===== config.mk =====
export PLATFORM = sky130hd
export DESIGN_NAME = adg_datapath
export DESIGN_NICKNAME = d
export VERILOG_FILES = /design/src/adg_pkg.sv /design/src/adg_alu.sv /design/src/adg_cmp.sv /design/src/adg_datapath.sv
export SDC_FILE = /design/constraint.sdc
export NUM_CORES = 2
export LEC_CHECK = 0
export BUFFER_PORTS_ARGS = -buffer_cell sky130_fd_sc_hd__buf_2
export CORE_ASPECT_RATIO = 1.75
export CORE_MARGIN = 3
export CORE_UTILIZATION = 69
export DETAILED_ROUTE_END_ITERATION = 10
export PLACE_DENSITY_LB_ADDON = 0.2
export REMOVE_ABC_BUFFERS = 1
export SLEW_MARGIN = 20
export SYNTH_ARGS = -nofsm -noshare
export SYNTH_HDL_FRONTEND = slang
export SYNTH_SLANG_ARGS = --single-unit

===== constraint.sdc =====
create_clock -name clk -period 21.8 [get_ports clk]
set_clock_uncertainty 0.05 [all_clocks]
set_input_delay 1.09 -clock clk [delete_from_list [all_inputs] [get_ports clk]]
set_output_delay 1.09 -clock clk [all_outputs]
set_load 0.05 [all_outputs]

===== src/adg_pkg.sv =====
// shared constants and types for the address generator datapath
package adg_pkg;
   // widths and counts
   localparam int ADG_AW = 16;
   localparam int ADG_OPTW = 11;
   localparam int ADG_NPTR = 16;
   localparam int ADG_NOFF = 6;
   localparam int ADG_NBND = 4;
   localparam int ADG_OFF_PER_BANK = 3;
   // option word bit positions
   localparam int ADG_OPT_MASK_LO = 0;
   localparam int ADG_OPT_PREC_LO = 4;
   localparam int ADG_OPT_TRANSP = 6;
   localparam int ADG_OPT_PBANK = 7;
   localparam int ADG_OPT_OBANK = 8;
   localparam int ADG_OPT_POST = 9;
   localparam int ADG_OPT_ALTC = 10;
   // codes and reset values
   localparam logic [1:0] ADG_OFF_DATA = 2'h3;
   localparam logic [10:0] ADG_OPT_RESET = 11'h000;
   localparam logic [15:0] ADG_ONE = 16'h0001;
   localparam logic [15:0] ADG_ZERO = 16'h0000;
   localparam logic [4:0] ADG_OPT_PAD = 5'h00;

   typedef enum logic [3:0] {
      ALU_NONE, ALU_ADD, ALU_SUB, ALU_OR, ALU_AND, ALU_XOR,
      ALU_INC, ALU_DEC, ALU_SHL, ALU_SHR
   } adg_aluop_t;

   typedef enum logic [2:0] {
      RK_POINTER, RK_OFFSET, RK_BOUND, RK_RESTART, RK_OPTION
   } adg_regkind_t;

   typedef enum logic [1:0] {
      OW_NONE, OW_LOAD, OW_SET, OW_CLEAR
   } adg_optop_t;
endpackage


===== src/adg_alu.sv =====
// arithmetic, logic and single-bit shift unit
module adg_alu
   import adg_pkg::*;
(
   // operation
   input wire adg_aluop_t op,
   input wire logic [ADG_AW-1:0] opA,
   input wire logic [ADG_AW-1:0] opB,
   // results
   output logic [ADG_AW-1:0] result,
   output logic logicZero,
   output logic increasing
);
   // sums wrap at the port width, no carry kept
   always_comb begin
      result = opA;
      case (op)
         ALU_ADD: result = opA + opB;
         ALU_SUB: result = opA - opB;
         ALU_OR: result = opA | opB;
         ALU_AND: result = opA & opB;
         ALU_XOR: result = opA ^ opB;
         ALU_INC: result = opA + ADG_ONE;
         ALU_DEC: result = opA - ADG_ONE;
         ALU_SHL: result = {opA[ADG_AW-2:0], 1'b0};
         ALU_SHR: result = {opA[ADG_AW-1], opA[ADG_AW-1:1]};
         default: result = opA;
      endcase
   end

   // zero detect only means something for the logic ops
   assign logicZero = (op == ALU_OR || op == ALU_AND || op == ALU_XOR)
      && (result == ADG_ZERO);
   // decreasing updates treat the boundary as a lower limit
   assign increasing = !(op == ALU_SUB || op == ALU_DEC);
endmodule


===== src/adg_cmp.sv =====
// unsigned boundary comparator for circular buffers
module adg_cmp
   import adg_pkg::*;
(
   // values
   input wire logic [ADG_AW-1:0] addr,
   input wire logic [ADG_AW-1:0] bound,
   input wire logic increasing,
   // result
   output logic hit
);
   // both sides unsigned, so all-ones is the largest address
   assign hit = increasing ? (addr >= bound) : (addr <= bound);
endmodule


===== src/adg_datapath.sv =====
// address generator datapath: pointers, offsets, alu, compare, output
//
// How it works
// - six sixteen-bit offset registers in two banks of three feed updates.
// - offset code 00-10 picks a bank register; code 11 takes the data port.
// - option bit 8 picks the upper offset bank when set, else lower.
// - short-pointer add/subtract use option bit 7 as the pointer bank bit.
// - alu adds, subtracts, ors, ands, xors, increments, decrements, shifts.
// - operands are pointer and offset; data port may replace one or both.
// - shifts move one bit; left fills zero, right copies the sign.
// - a zero result of or, and, xor raises the compare/zero flag when compare is off.
// - four boundary registers pair with four restart registers by index.
// - comparing ops reload the pointer from restart when boundary reached.
// - limit direction follows the op; a hit drives the flag pin too.
// - the comparator looks at the address actually driven out.
// - option bits 3-0 enable reload per index; cleared means never.
// - output address comes from pointer or data port, raw or updated.
// - latched mode captures the address and holds it through the cycle.
// - option bit 6 makes the output follow every cycle, not held.
// - address outputs are released whenever no address is output.
// - the bit reverser mirrors the sixteen address bits about the centre.
// - option word loads from data bits 10-0 or bit by bit.
// - option bits 5-4 hold the two-bit precision code.
// - option bit 9 outputs after update, else before update.
// - option bit 10 turns a hit into alternate slot enable, no reload.
// - boundary comparison is unsigned sixteen bit.
// - increasing ops hit at greater-or-equal, decreasing at less-or-equal.
// - data port is sampled on the edge and driven one cycle per read.
module adg_datapath
   import adg_pkg::*;
#(
   parameter int NPTR = ADG_NPTR,
   parameter int NOFF = ADG_NOFF,
   parameter int NBND = ADG_NBND
)(
   // clock and reset
   input wire logic clk,
   input wire logic rst_b,
   // decoded addressing operation
   input wire logic outEn,
   input wire adg_aluop_t aluOp,
   input wire logic [3:0] ptrSel,
   input wire logic shortPtr,
   input wire logic ptrFromData,
   input wire logic [1:0] offSel,
   input wire logic compareEn,
   input wire logic [1:0] bndSel,
   input wire logic bitRevEn,
   // register moves through the data port
   input wire logic regWrEn,
   input wire logic regRdEn,
   input wire adg_regkind_t regKind,
   input wire logic [3:0] regIdx,
   input wire adg_optop_t optOp,
   input wire logic [3:0] optBit,
   // data port, split into its three signals
   input wire logic [ADG_AW-1:0] dataIn,
   output logic [ADG_AW-1:0] dataOut,
   output logic dataOe,
   // address port and flags
   output logic [ADG_AW-1:0] addrOut,
   output logic addrOe,
   output logic boundaryZeroFlag,
   output logic alternateSlotEn,
   output logic [1:0] precisionMode
);
   logic [ADG_AW-1:0] ptrBank_r [NPTR];
   logic [ADG_AW-1:0] offBank_r [NOFF];
   logic [ADG_AW-1:0] bound_r [NBND];
   logic [ADG_AW-1:0] restart_r [NBND];
   logic [ADG_OPTW-1:0] optionControlWord_r;
   logic [ADG_AW-1:0] addrOut_r;
   logic addrOe_r;
   logic flag_r;
   logic altSlot_r;
   logic [ADG_AW-1:0] dataOut_r;
   logic dataOe_r;
   logic [3:0] ptrIdx;
   logic [2:0] offIdx;
   logic [ADG_AW-1:0] opA;
   logic [ADG_AW-1:0] opB;
   logic [ADG_AW-1:0] updated;
   logic logicZero;
   logic increasing;
   logic [ADG_AW-1:0] yRaw;
   logic [ADG_AW-1:0] yRev;
   logic [ADG_AW-1:0] yDrv;
   logic cmpHit;
   logic reloadOk;
   logic doReload;
   logic doUpdate;
   logic [ADG_AW-1:0] ptrNxt;
   logic [ADG_AW-1:0] readVal;

   // pointer index; short form borrows the bank bit
   assign ptrIdx = shortPtr
      ? {optionControlWord_r[ADG_OPT_PBANK], ptrSel[2:0]}
      : ptrSel;

   // offset index within the selected bank
   assign offIdx = optionControlWord_r[ADG_OPT_OBANK]
      ? 3'(ADG_OFF_PER_BANK) + {1'b0, offSel}
      : {1'b0, offSel};

   // operand steering; data port can supply either or both sides
   assign opA = ptrFromData ? dataIn : ptrBank_r[ptrIdx];
   assign opB = (offSel == ADG_OFF_DATA) ? dataIn : offBank_r[offIdx];

   adg_alu u_alu (
      .op(aluOp),
      .opA(opA),
      .opB(opB),
      .result(updated),
      .logicZero(logicZero),
      .increasing(increasing)
   );

   // output order: before or after the update
   assign yRaw = optionControlWord_r[ADG_OPT_POST] ? updated : opA;

   // mirror the address about its centre
   for (genvar i = 0; i < ADG_AW; i++) begin : g_rev
      assign yRev[i] = yRaw[ADG_AW-1-i];
   end

   assign yDrv = bitRevEn ? yRev : yRaw;

   // the comparator sees exactly what leaves the address port
   adg_cmp u_cmp (
      .addr(yDrv),
      .bound(bound_r[bndSel]),
      .increasing(increasing),
      .hit(cmpHit)
   );

   // reload gated by the per-index mask and the alternate slot mode
   assign reloadOk = optionControlWord_r[bndSel]
      && !optionControlWord_r[ADG_OPT_ALTC];
   assign doReload = compareEn && cmpHit && reloadOk;
   assign doUpdate = (aluOp != ALU_NONE);
   assign ptrNxt = doReload ? restart_r[bndSel] : updated;

   // pointer file; an update wins over a plain register write
   always_ff @(posedge clk or negedge rst_b) begin
      if (!rst_b) begin
         for (int k = 0; k < NPTR; k++) begin
            ptrBank_r[k] <= ADG_ZERO;
         end
      end else if (doUpdate) begin
         ptrBank_r[ptrIdx] <= ptrNxt;
      end else if (regWrEn && regKind == RK_POINTER) begin
         ptrBank_r[regIdx] <= dataIn;
      end
   end

   // offset registers, two banks of three
   always_ff @(posedge clk or negedge rst_b) begin
      if (!rst_b) begin
         for (int k = 0; k < NOFF; k++) begin
            offBank_r[k] <= ADG_ZERO;
         end
      end else if (regWrEn && regKind == RK_OFFSET
            && int'(regIdx) < NOFF) begin
         offBank_r[regIdx[2:0]] <= dataIn;
      end
   end

   // boundary and restart pairs share one index
   always_ff @(posedge clk or negedge rst_b) begin
      if (!rst_b) begin
         for (int k = 0; k < NBND; k++) begin
            bound_r[k] <= ADG_ZERO;
            restart_r[k] <= ADG_ZERO;
         end
      end else if (regWrEn && regKind == RK_BOUND) begin
         bound_r[regIdx[1:0]] <= dataIn;
      end else if (regWrEn && regKind == RK_RESTART) begin
         restart_r[regIdx[1:0]] <= dataIn;
      end
   end

   // option word: full load or single bit set and clear
   always_ff @(posedge clk or negedge rst_b) begin
      if (!rst_b) begin
         optionControlWord_r <= ADG_OPT_RESET;
      end else if (optOp == OW_LOAD) begin
         optionControlWord_r <= dataIn[ADG_OPTW-1:0];
      end else if (optOp == OW_SET && int'(optBit) < ADG_OPTW) begin
         optionControlWord_r[optBit] <= 1'b1;
      end else if (optOp == OW_CLEAR && int'(optBit) < ADG_OPTW) begin
         optionControlWord_r[optBit] <= 1'b0;
      end
   end

   // address port; latched mode holds between outputs
   always_ff @(posedge clk or negedge rst_b) begin
      if (!rst_b) begin
         addrOut_r <= ADG_ZERO;
         addrOe_r <= 1'b0;
      end else begin
         addrOe_r <= outEn;
         if (outEn || optionControlWord_r[ADG_OPT_TRANSP]) begin
            addrOut_r <= yDrv;
         end
      end
   end

   // flag pin carries the compare hit or the logic zero
   always_ff @(posedge clk or negedge rst_b) begin
      if (!rst_b) begin
         flag_r <= 1'b0;
      end else begin
         flag_r <= compareEn ? cmpHit : logicZero;
      end
   end

   // alternate slot enable for the following cycle
   always_ff @(posedge clk or negedge rst_b) begin
      if (!rst_b) begin
         altSlot_r <= 1'b0;
      end else begin
         altSlot_r <= compareEn && cmpHit
            && optionControlWord_r[ADG_OPT_ALTC];
      end
   end

   // read source mux; unused upper option bits read as zero
   always_comb begin
      readVal = ADG_ZERO;
      case (regKind)
         RK_POINTER: readVal = ptrBank_r[regIdx];
         RK_OFFSET: readVal = (int'(regIdx) < NOFF)
            ? offBank_r[regIdx[2:0]] : ADG_ZERO;
         RK_BOUND: readVal = bound_r[regIdx[1:0]];
         RK_RESTART: readVal = restart_r[regIdx[1:0]];
         RK_OPTION: readVal = {ADG_OPT_PAD, optionControlWord_r};
         default: readVal = ADG_ZERO;
      endcase
   end

   // data port driven for exactly one cycle per read, then released
   always_ff @(posedge clk or negedge rst_b) begin
      if (!rst_b) begin
         dataOut_r <= ADG_ZERO;
         dataOe_r <= 1'b0;
      end else begin
         dataOe_r <= regRdEn;
         if (regRdEn) begin
            dataOut_r <= readVal;
         end
      end
   end

   assign dataOut = dataOut_r;
   assign dataOe = dataOe_r;
   assign addrOut = addrOut_r;
   assign addrOe = addrOe_r;
   assign boundaryZeroFlag = flag_r;
   assign alternateSlotEn = altSlot_r;
   // precision code is exported straight from the option word
   assign precisionMode = optionControlWord_r[ADG_OPT_PREC_LO+1:
      ADG_OPT_PREC_LO];
endmodule


# After elaboration in Yosys (flattened, before gate mapping)
# Cells that the tools add are included.
dict set report word_totals {
  register_bits 527
  inputBits 50
  output_inout_bits 38
  word_cells 175
}
dict set report classes {
  eq_ne 17
  magnitude_cmp 17
  addsub 5
  n_mux 58
  n_reduce_logical 28
  bitwise_logic 13
}
# cell count
set ops {}
lappend ops {{bitwise mux 256 bit} 2}
lappend ops {{2-to-1 mux 256 bit} 2}
lappend ops {{2-to-1 mux 16 bit} 26}
lappend ops {{one-hot mux 16 bit (9 select lines)} 1}
lappend ops {{binary-select mux 16 bit (select 2 bit)} 4}
lappend ops {{binary-select mux 16 bit (select 4 bit)} 2}
lappend ops {{bitwise mux 64 bit} 2}
lappend ops {{demux 16 bit (select 4 bit)} 2}
lappend ops {{binary-select mux 16 bit (select 3 bit)} 2}
lappend ops {{bitwise mux 96 bit} 1}
lappend ops {{one-hot mux 16 bit (5 select lines)} 1}
lappend ops {{demux 16 bit (select 3 bit)} 1}
lappend ops {{2-to-1 mux 11 bit} 3}
lappend ops {{demux 16 bit (select 2 bit)} 1}
lappend ops {{logical AND 1 bit} 17}
lappend ops {{adder 16 x 1 -> 16 bit (second input constant)} 1}
lappend ops {{adder 16 bit} 1}
lappend ops {{bitwise AND 16 bit} 1}
lappend ops {{== test 4 x 3 -> 1 bit (second input constant)} 4}
lappend ops {{>= comparator 16 bit} 1}
lappend ops {{less-or-equal comparator 16 bit} 1}
lappend ops {{zero test 16 bit} 1}
lappend ops {{bitwise OR 16 bit} 1}
lappend ops {{subtractor 16 x 1 -> 16 bit (second input constant)} 1}
lappend ops {{other kinds (41)} 59}

# Longest topological paths before layout
dict set report logic_depth {
  ltp_word 18
  ltp_mapped 41
  mapped_depth_nobuf 34
}

# Modules after synthesis
# Synthesis repeated with hierarchy kept, for this count alone.
dict set report hier_totals {
  cells_unflattened 3046
  area_unflattened_um2 33224.4
}
# mod instances cells_per_inst seq_area_each_um2 area_each_um2
set by_module_without_submodules {}
lappend by_module_without_submodules {adg_datapath 1 2597 13187.6 30103.9}
lappend by_module_without_submodules {adg_alu 1 393 0.0 2662.6}
lappend by_module_without_submodules {adg_cmp 1 56 0.0 457.9}

# Worst setup path before layout
# No wires, ideal clock.
dict set report synth_path {
  kind {input to register}
  startpoint {in offSel[0]}
  endpoint {reg ptrBank_r[165] (netlist name)}
  t_required_ns 21.608
  path_buffers 7
  cell_stages 38
  setup_ns 0.142
  setup_slack_ns 12.926
  t_arrival_ns 8.681
  cell_sequence {buf_4 buf_6 buf_6 buf_6 inv_1 ha_1 nand2_2 clkbuf_1 o22ai_1 o21ai_0 nor2b_1 ha_1 and3_1 and3_1 nand2_1 nor2_1 xnor2_1 o21a_1 [... 2 more ...] a21o_1 a21o_1 a31oi_1 o21ai_1 nand2b_1 mux2_4 a41o_1 ha_1 nand4_1 or3_1 a211o_1 o211ai_1 mux2i_1 nand2_1 clkbuf_1 mux2i_1 clkbuf_1 o221ai_1}
}
dict set report synth_between {
  elab_chain_cells 18
  word_cells_on_any_way 24
  classes_between {3 x add/sub; 2 x order compare; 1 x eq/ne; 12 x mux; 4 x bitwise; 2 x reduce/logical}
}
# element line_no
set synth_rtl {}
lappend synth_rtl {{start, declared} adg_datapath.sv:45} ;# input wire logic [1:0] offSel,
lappend synth_rtl {{adder 2 x 2 -> 3 bit} adg_datapath.sv:102} ;# ? 3'(ADG_OFF_PER_BANK) + {1'b0, offSel}
lappend synth_rtl {{2-to-1 mux 3 bit} adg_datapath.sv:102}
lappend synth_rtl {{NOT 3 -> 4 bit (implied by the code)} adg_datapath.sv:107} ;# assign opB = (offSel == ADG_OFF_DATA) ? dataIn : offBank_r[offIdx];
lappend synth_rtl {{binary-select mux 16 bit (select 3 bit)} adg_datapath.sv:107}
lappend synth_rtl {{2-to-1 mux 16 bit (implied by the code) (2 in a row)} adg_datapath.sv:107}
lappend synth_rtl {{2-to-1 mux 16 bit (*)} adg_datapath.sv:107}
lappend synth_rtl {{subtractor 16 bit (tied with other cells)} adg_alu.sv:19} ;# ALU_SUB: result = opA - opB;
lappend synth_rtl {{one-hot mux 16 bit (9 select lines) (*)} adg_alu.sv:17} ;# case (op)
lappend synth_rtl {{2-to-1 mux 16 bit (*)} adg_datapath.sv:119} ;# assign yRaw = optionControlWord_r[ADG_OPT_POST] ? updated : opA;
lappend synth_rtl {{2-to-1 mux 16 bit (*)} adg_datapath.sv:126} ;# assign yDrv = bitRevEn ? yRev : yRaw;
lappend synth_rtl {{named net u_cmp.addr[15]} adg_cmp.sv:6} ;# input wire logic [ADG_AW-1:0] addr,
lappend synth_rtl {{>= comparator 16 bit / less-or-equal comparator 16 bit (equally long branches)} adg_cmp.sv:13} ;# assign hit = increasing ? (addr >= bound) : (addr <= bound);
lappend synth_rtl {{2-to-1 mux 1 bit (*)} adg_cmp.sv:13}
lappend synth_rtl {{logical AND 1 bit (*) (2 in a row)} adg_datapath.sv:139} ;# assign doReload = compareEn && cmpHit && reloadOk;
lappend synth_rtl {{2-to-1 mux 16 bit (*)} adg_datapath.sv:141} ;# assign ptrNxt = doReload ? restart_r[bndSel] : updated;
lappend synth_rtl {{bitwise mux 256 bit (*)} adg_datapath.sv:150} ;# ptrBank_r[ptrIdx] <= ptrNxt;
lappend synth_rtl {{2-to-1 mux 256 bit (*)} adg_datapath.sv:149} ;# end else if (doUpdate) begin
lappend synth_rtl {{end signal, assigned by index} adg_datapath.sv:150}
lappend synth_rtl {{end signal, assigned by index} adg_datapath.sv:152} ;# ptrBank_r[regIdx] <= dataIn;
lappend synth_rtl {{end, declared} adg_datapath.sv:67} ;# logic [ADG_AW-1:0] ptrBank_r [NPTR];
# Mark *: on every way through the listed nets, which the timed path passes. The rest lies on a longest branch. The select of a mux whose other input is x is not followed.
# A chain may end at the register's enable or synchronous reset.

# Worst setup path in the final report
dict set report layout_path {
  startpoint {in offSel[0]}
  endpoint {reg ptrBank_r[125] (netlist name)}
}
# Same word-level chain as after synthesis.

==> out/metrics.yaml <==
status:
  outcome: "complete, no violations"
placed_design:
  gp_congestion: 1.04
  io_buffers: 87
  placed_cell_area_mm2: 0.0338
  dp_hpwl_mm: 86.1
power_and_ir_drop:
  powerDensity_mw_per_mm2: 99.5
  power.total_mw: 3.55
  ir_drop_uv: 93.4
  p_leak_nw: 15.4
worst_setup_path:
  end_kind: "flip-flop"
  critPathLaunchType: "input port"
  worst-path-max-fanout: 26
  critPathKind: "in2reg"
  critPathArrivalTime_ns: 11.16
  critical_path_buf_inv_count: 1
  critPathRequiredTime_ns: 22.21
  cpPeakStageDelay_ns: 1.10
  crit_start: "offSel[0]"
  reg2reg_slack_ns: 11.77
  cp_slowest_cell: "mux2i_2"
  crit_family: "simple AND/OR/NAND/NOR gates"
finish:
  nets: 2963
  drive_gt1_share_pct: 28.0
  finalInstanceArea_mm2: 0.0356
  final_cell_mix: "527 x dfrtp_1, 386 x nand2_1, 247 x mux2_2, 246 x o221ai_1, 238 x mux4_2"
  area_growth_pct: 7.84
  fill_cells: 3031
  final_common_cell: "dfrtp_1"
routing:
  ant_nets: 0
  wl_per_cell_um: 38.4
  dr.pass1.iters: 10
  vias: 29100
  drtIter0Drc: 4507
  via_per_inst: 8.38
  post-route-drc-count: 0
  wirelength_mm: 134
timing:
  fin_crit_ns: 10.75
  hold_viol: 0
  setup_viol: 0
  tightest_slew_ns: 1.39
  post-route-period-util_pct: 49.3
  rsz0062_at_grt: "false"
  tns_ns: 0
  timing.fmax_ghz: 0.0930
  slew_headroom_pct: 7.44
  maxSlewViolCount: 0
global_route:
  grt_first_pass_wirelength_mm: 193
  first_global_vias: 29600
  antenna_found_initial: 4
  grt_max_degree: 179
  grt_use_total_pct: 52.5
  grt_overflow_total: 0
clock_network:
  cts_sinks: 527
  post_cts_buffers: 0
  cts_tree: "done"
  root_buffer: "clkbuf_16"
  numCtsBuffers: 49
  clk_latency_ns: 0.62
  clock_path_buffers: 3
  clk_pin_slew_ns: 0.07
  cts_max_level: 2
  holdBufCountCts: 0
  ctsResizeCount: 0
logic_synthesis:
  avgSynthCellArea_um2: 11.4
  ys_async_sr_fraction_pct: 100
  seq_area_frac_synth_pct: 39.9
  ys.warnings.count: 0
  synth-seq-cells: 527
  syn_inst: 2905
  synth_ff_type: "dfrtp_1"
  synth_edf_count: 0
  ys_types: 88
  syn_area_mm2: 0.0331
floorplanning:
  num_rows: 105
  pin_count: 88
  fp.coreArea_mm2: 0.0472
  die_area_mm2: 0.0507
  die_w_um: 171
  dieHeight_um: 296
  start_util_pct: 70.1
worst_hold_path:
  min_from: "addrOut[12]"
  holdCritPathClass: "reg2reg"
run:
  cap_violations: 0
## stage by stage
stage	setup slack (ns)	hold slack [ns]	instances	utilization [%]
floorplan	12.92	0.417	2632	-
global placement	10.68	0.430	3381	71.6
detailed placement	10.59	0.441	3383	71.7
CTS	11.21	0.457	3473	75.4
global route	10.66	0.473	3473	75.6
finish	11.05	0.454	3477	75.6
## cell families (layout without fill, tap and decap cells)
| family | count (synthesis) | count (layout) | share of synthesized area, % |
|---|---|---|---|
| xor+xnor | 26 | 26 | 0.712 |
| fa+ha+maj | 67 | 67 | 2.56 |
| other cells | 0 | 4 | 0 |
| mux | 631 | 631 | 29.1 |
| flops | 527 | 527 | 39.9 |
| buf+inv | 360 | 340 | 4.42 |
| simple gates | 657 | 657 | 8.66 |
| compound gates | 637 | 637 | 14.6 |
## layout make-up
class / count / area [µm²] / area share [%]
Clock inverter: 27 / 362 / 1.01
Inverter: 87 / 327 / 0.916
Multi-Input combinational cell: 2018 / 18600 / 52.2
Clock buffer: 63 / 1380 / 3.87
Sequential cell: 527 / 13200 / 37.0
Tap cell: 588 / 736 / 2.06
Timing Repair Buffer: 163 / 1050 / 2.96
Antenna cell: 4 / 10.0 / 0.0281
## state kept, by name (all words and copies together), names as in the netlist, named ones only
register          count
dataOe                1
ptrBank_r           256
alternateSlotEn       1
offBank_r            96
addrOut              16
addrOe                1
boundaryZeroFlag      1
bound_r              64
restart_r            64
dataOut              16
## synth_stat cells, drive strengths merged (5+ instances only)
| cell | count | share of area [%] |
|---|---|---|
| dfrtp | 527 | 40 |
| nand2 | 395 | 4.5 |
| mux2 | 248 | 8.5 |
| o221ai | 246 | 6.5 |
| mux4 | 238 | 16 |
| clkbuf | 208 | 2.4 |
| mux2i | 145 | 4.5 |
| nor2 | 101 | 1.1 |
| inv | 87 | 0.99 |
| o21ai | 82 | 1.2 |
| a21oi | 77 | 1.2 |
| ha | 66 | 2.5 |
| buf | 65 | 1.1 |
| o22ai | 65 | 1.2 |
| nand3 | 35 | 0.53 |
| a221oi | 34 | 1.0 |
| nor3 | 25 | 0.38 |
| xnor2 | 23 | 0.63 |
| nor2b | 19 | 0.36 |
| nand2b | 16 | 0.30 |
| a21boi | 13 | 0.30 |
| o211ai | 12 | 0.31 |
| a21o | 11 | 0.25 |
| a22oi | 11 | 0.25 |
| a22o | 10 | 0.26 |
| o21a | 10 | 0.23 |
| a211oi | 9 | 0.22 |
| and2 | 8 | 0.15 |
| and3 | 8 | 0.15 |
| nand4 | 8 | 0.15 |
| a2bb2oi | 7 | 0.19 |
| a32oi | 7 | 0.19 |
| o22a | 6 | 0.16 |
| or2 | 6 | 0.11 |
| o31ai | 5 | 0.13 |
| or3 | 5 | 0.095 |
## path summary, 6_finish.rpt
kind,to,cells past startpoint
min in group asynchronous,bound_r[56],1
worst min-delay path,addrOut[12],1
worst min register to register,addrOut[12],1
max in group asynchronous,offBank_r[19],3
worst max register to register,ptrBank_r[125],28
worst max-delay path,ptrBank_r[125],33
## report_power, final
| group | switching (mW) | leakage [nW] | internal [mW] |
|---|---|---|---|
| clock network | 0.415 | 0.857 | 0.535 |
| logic | 0.692 | 7.67 | 0.508 |
| registers | 0.192 | 6.83 | 1.21 |
## layer usage
layer	track usage, %	part of all wire, %
met5	0.773	0.075
met2	77.7	44
met4	50.6	13
met1	57.4	30
met3	19.1	13
Power figures use the tool's default switching activity.
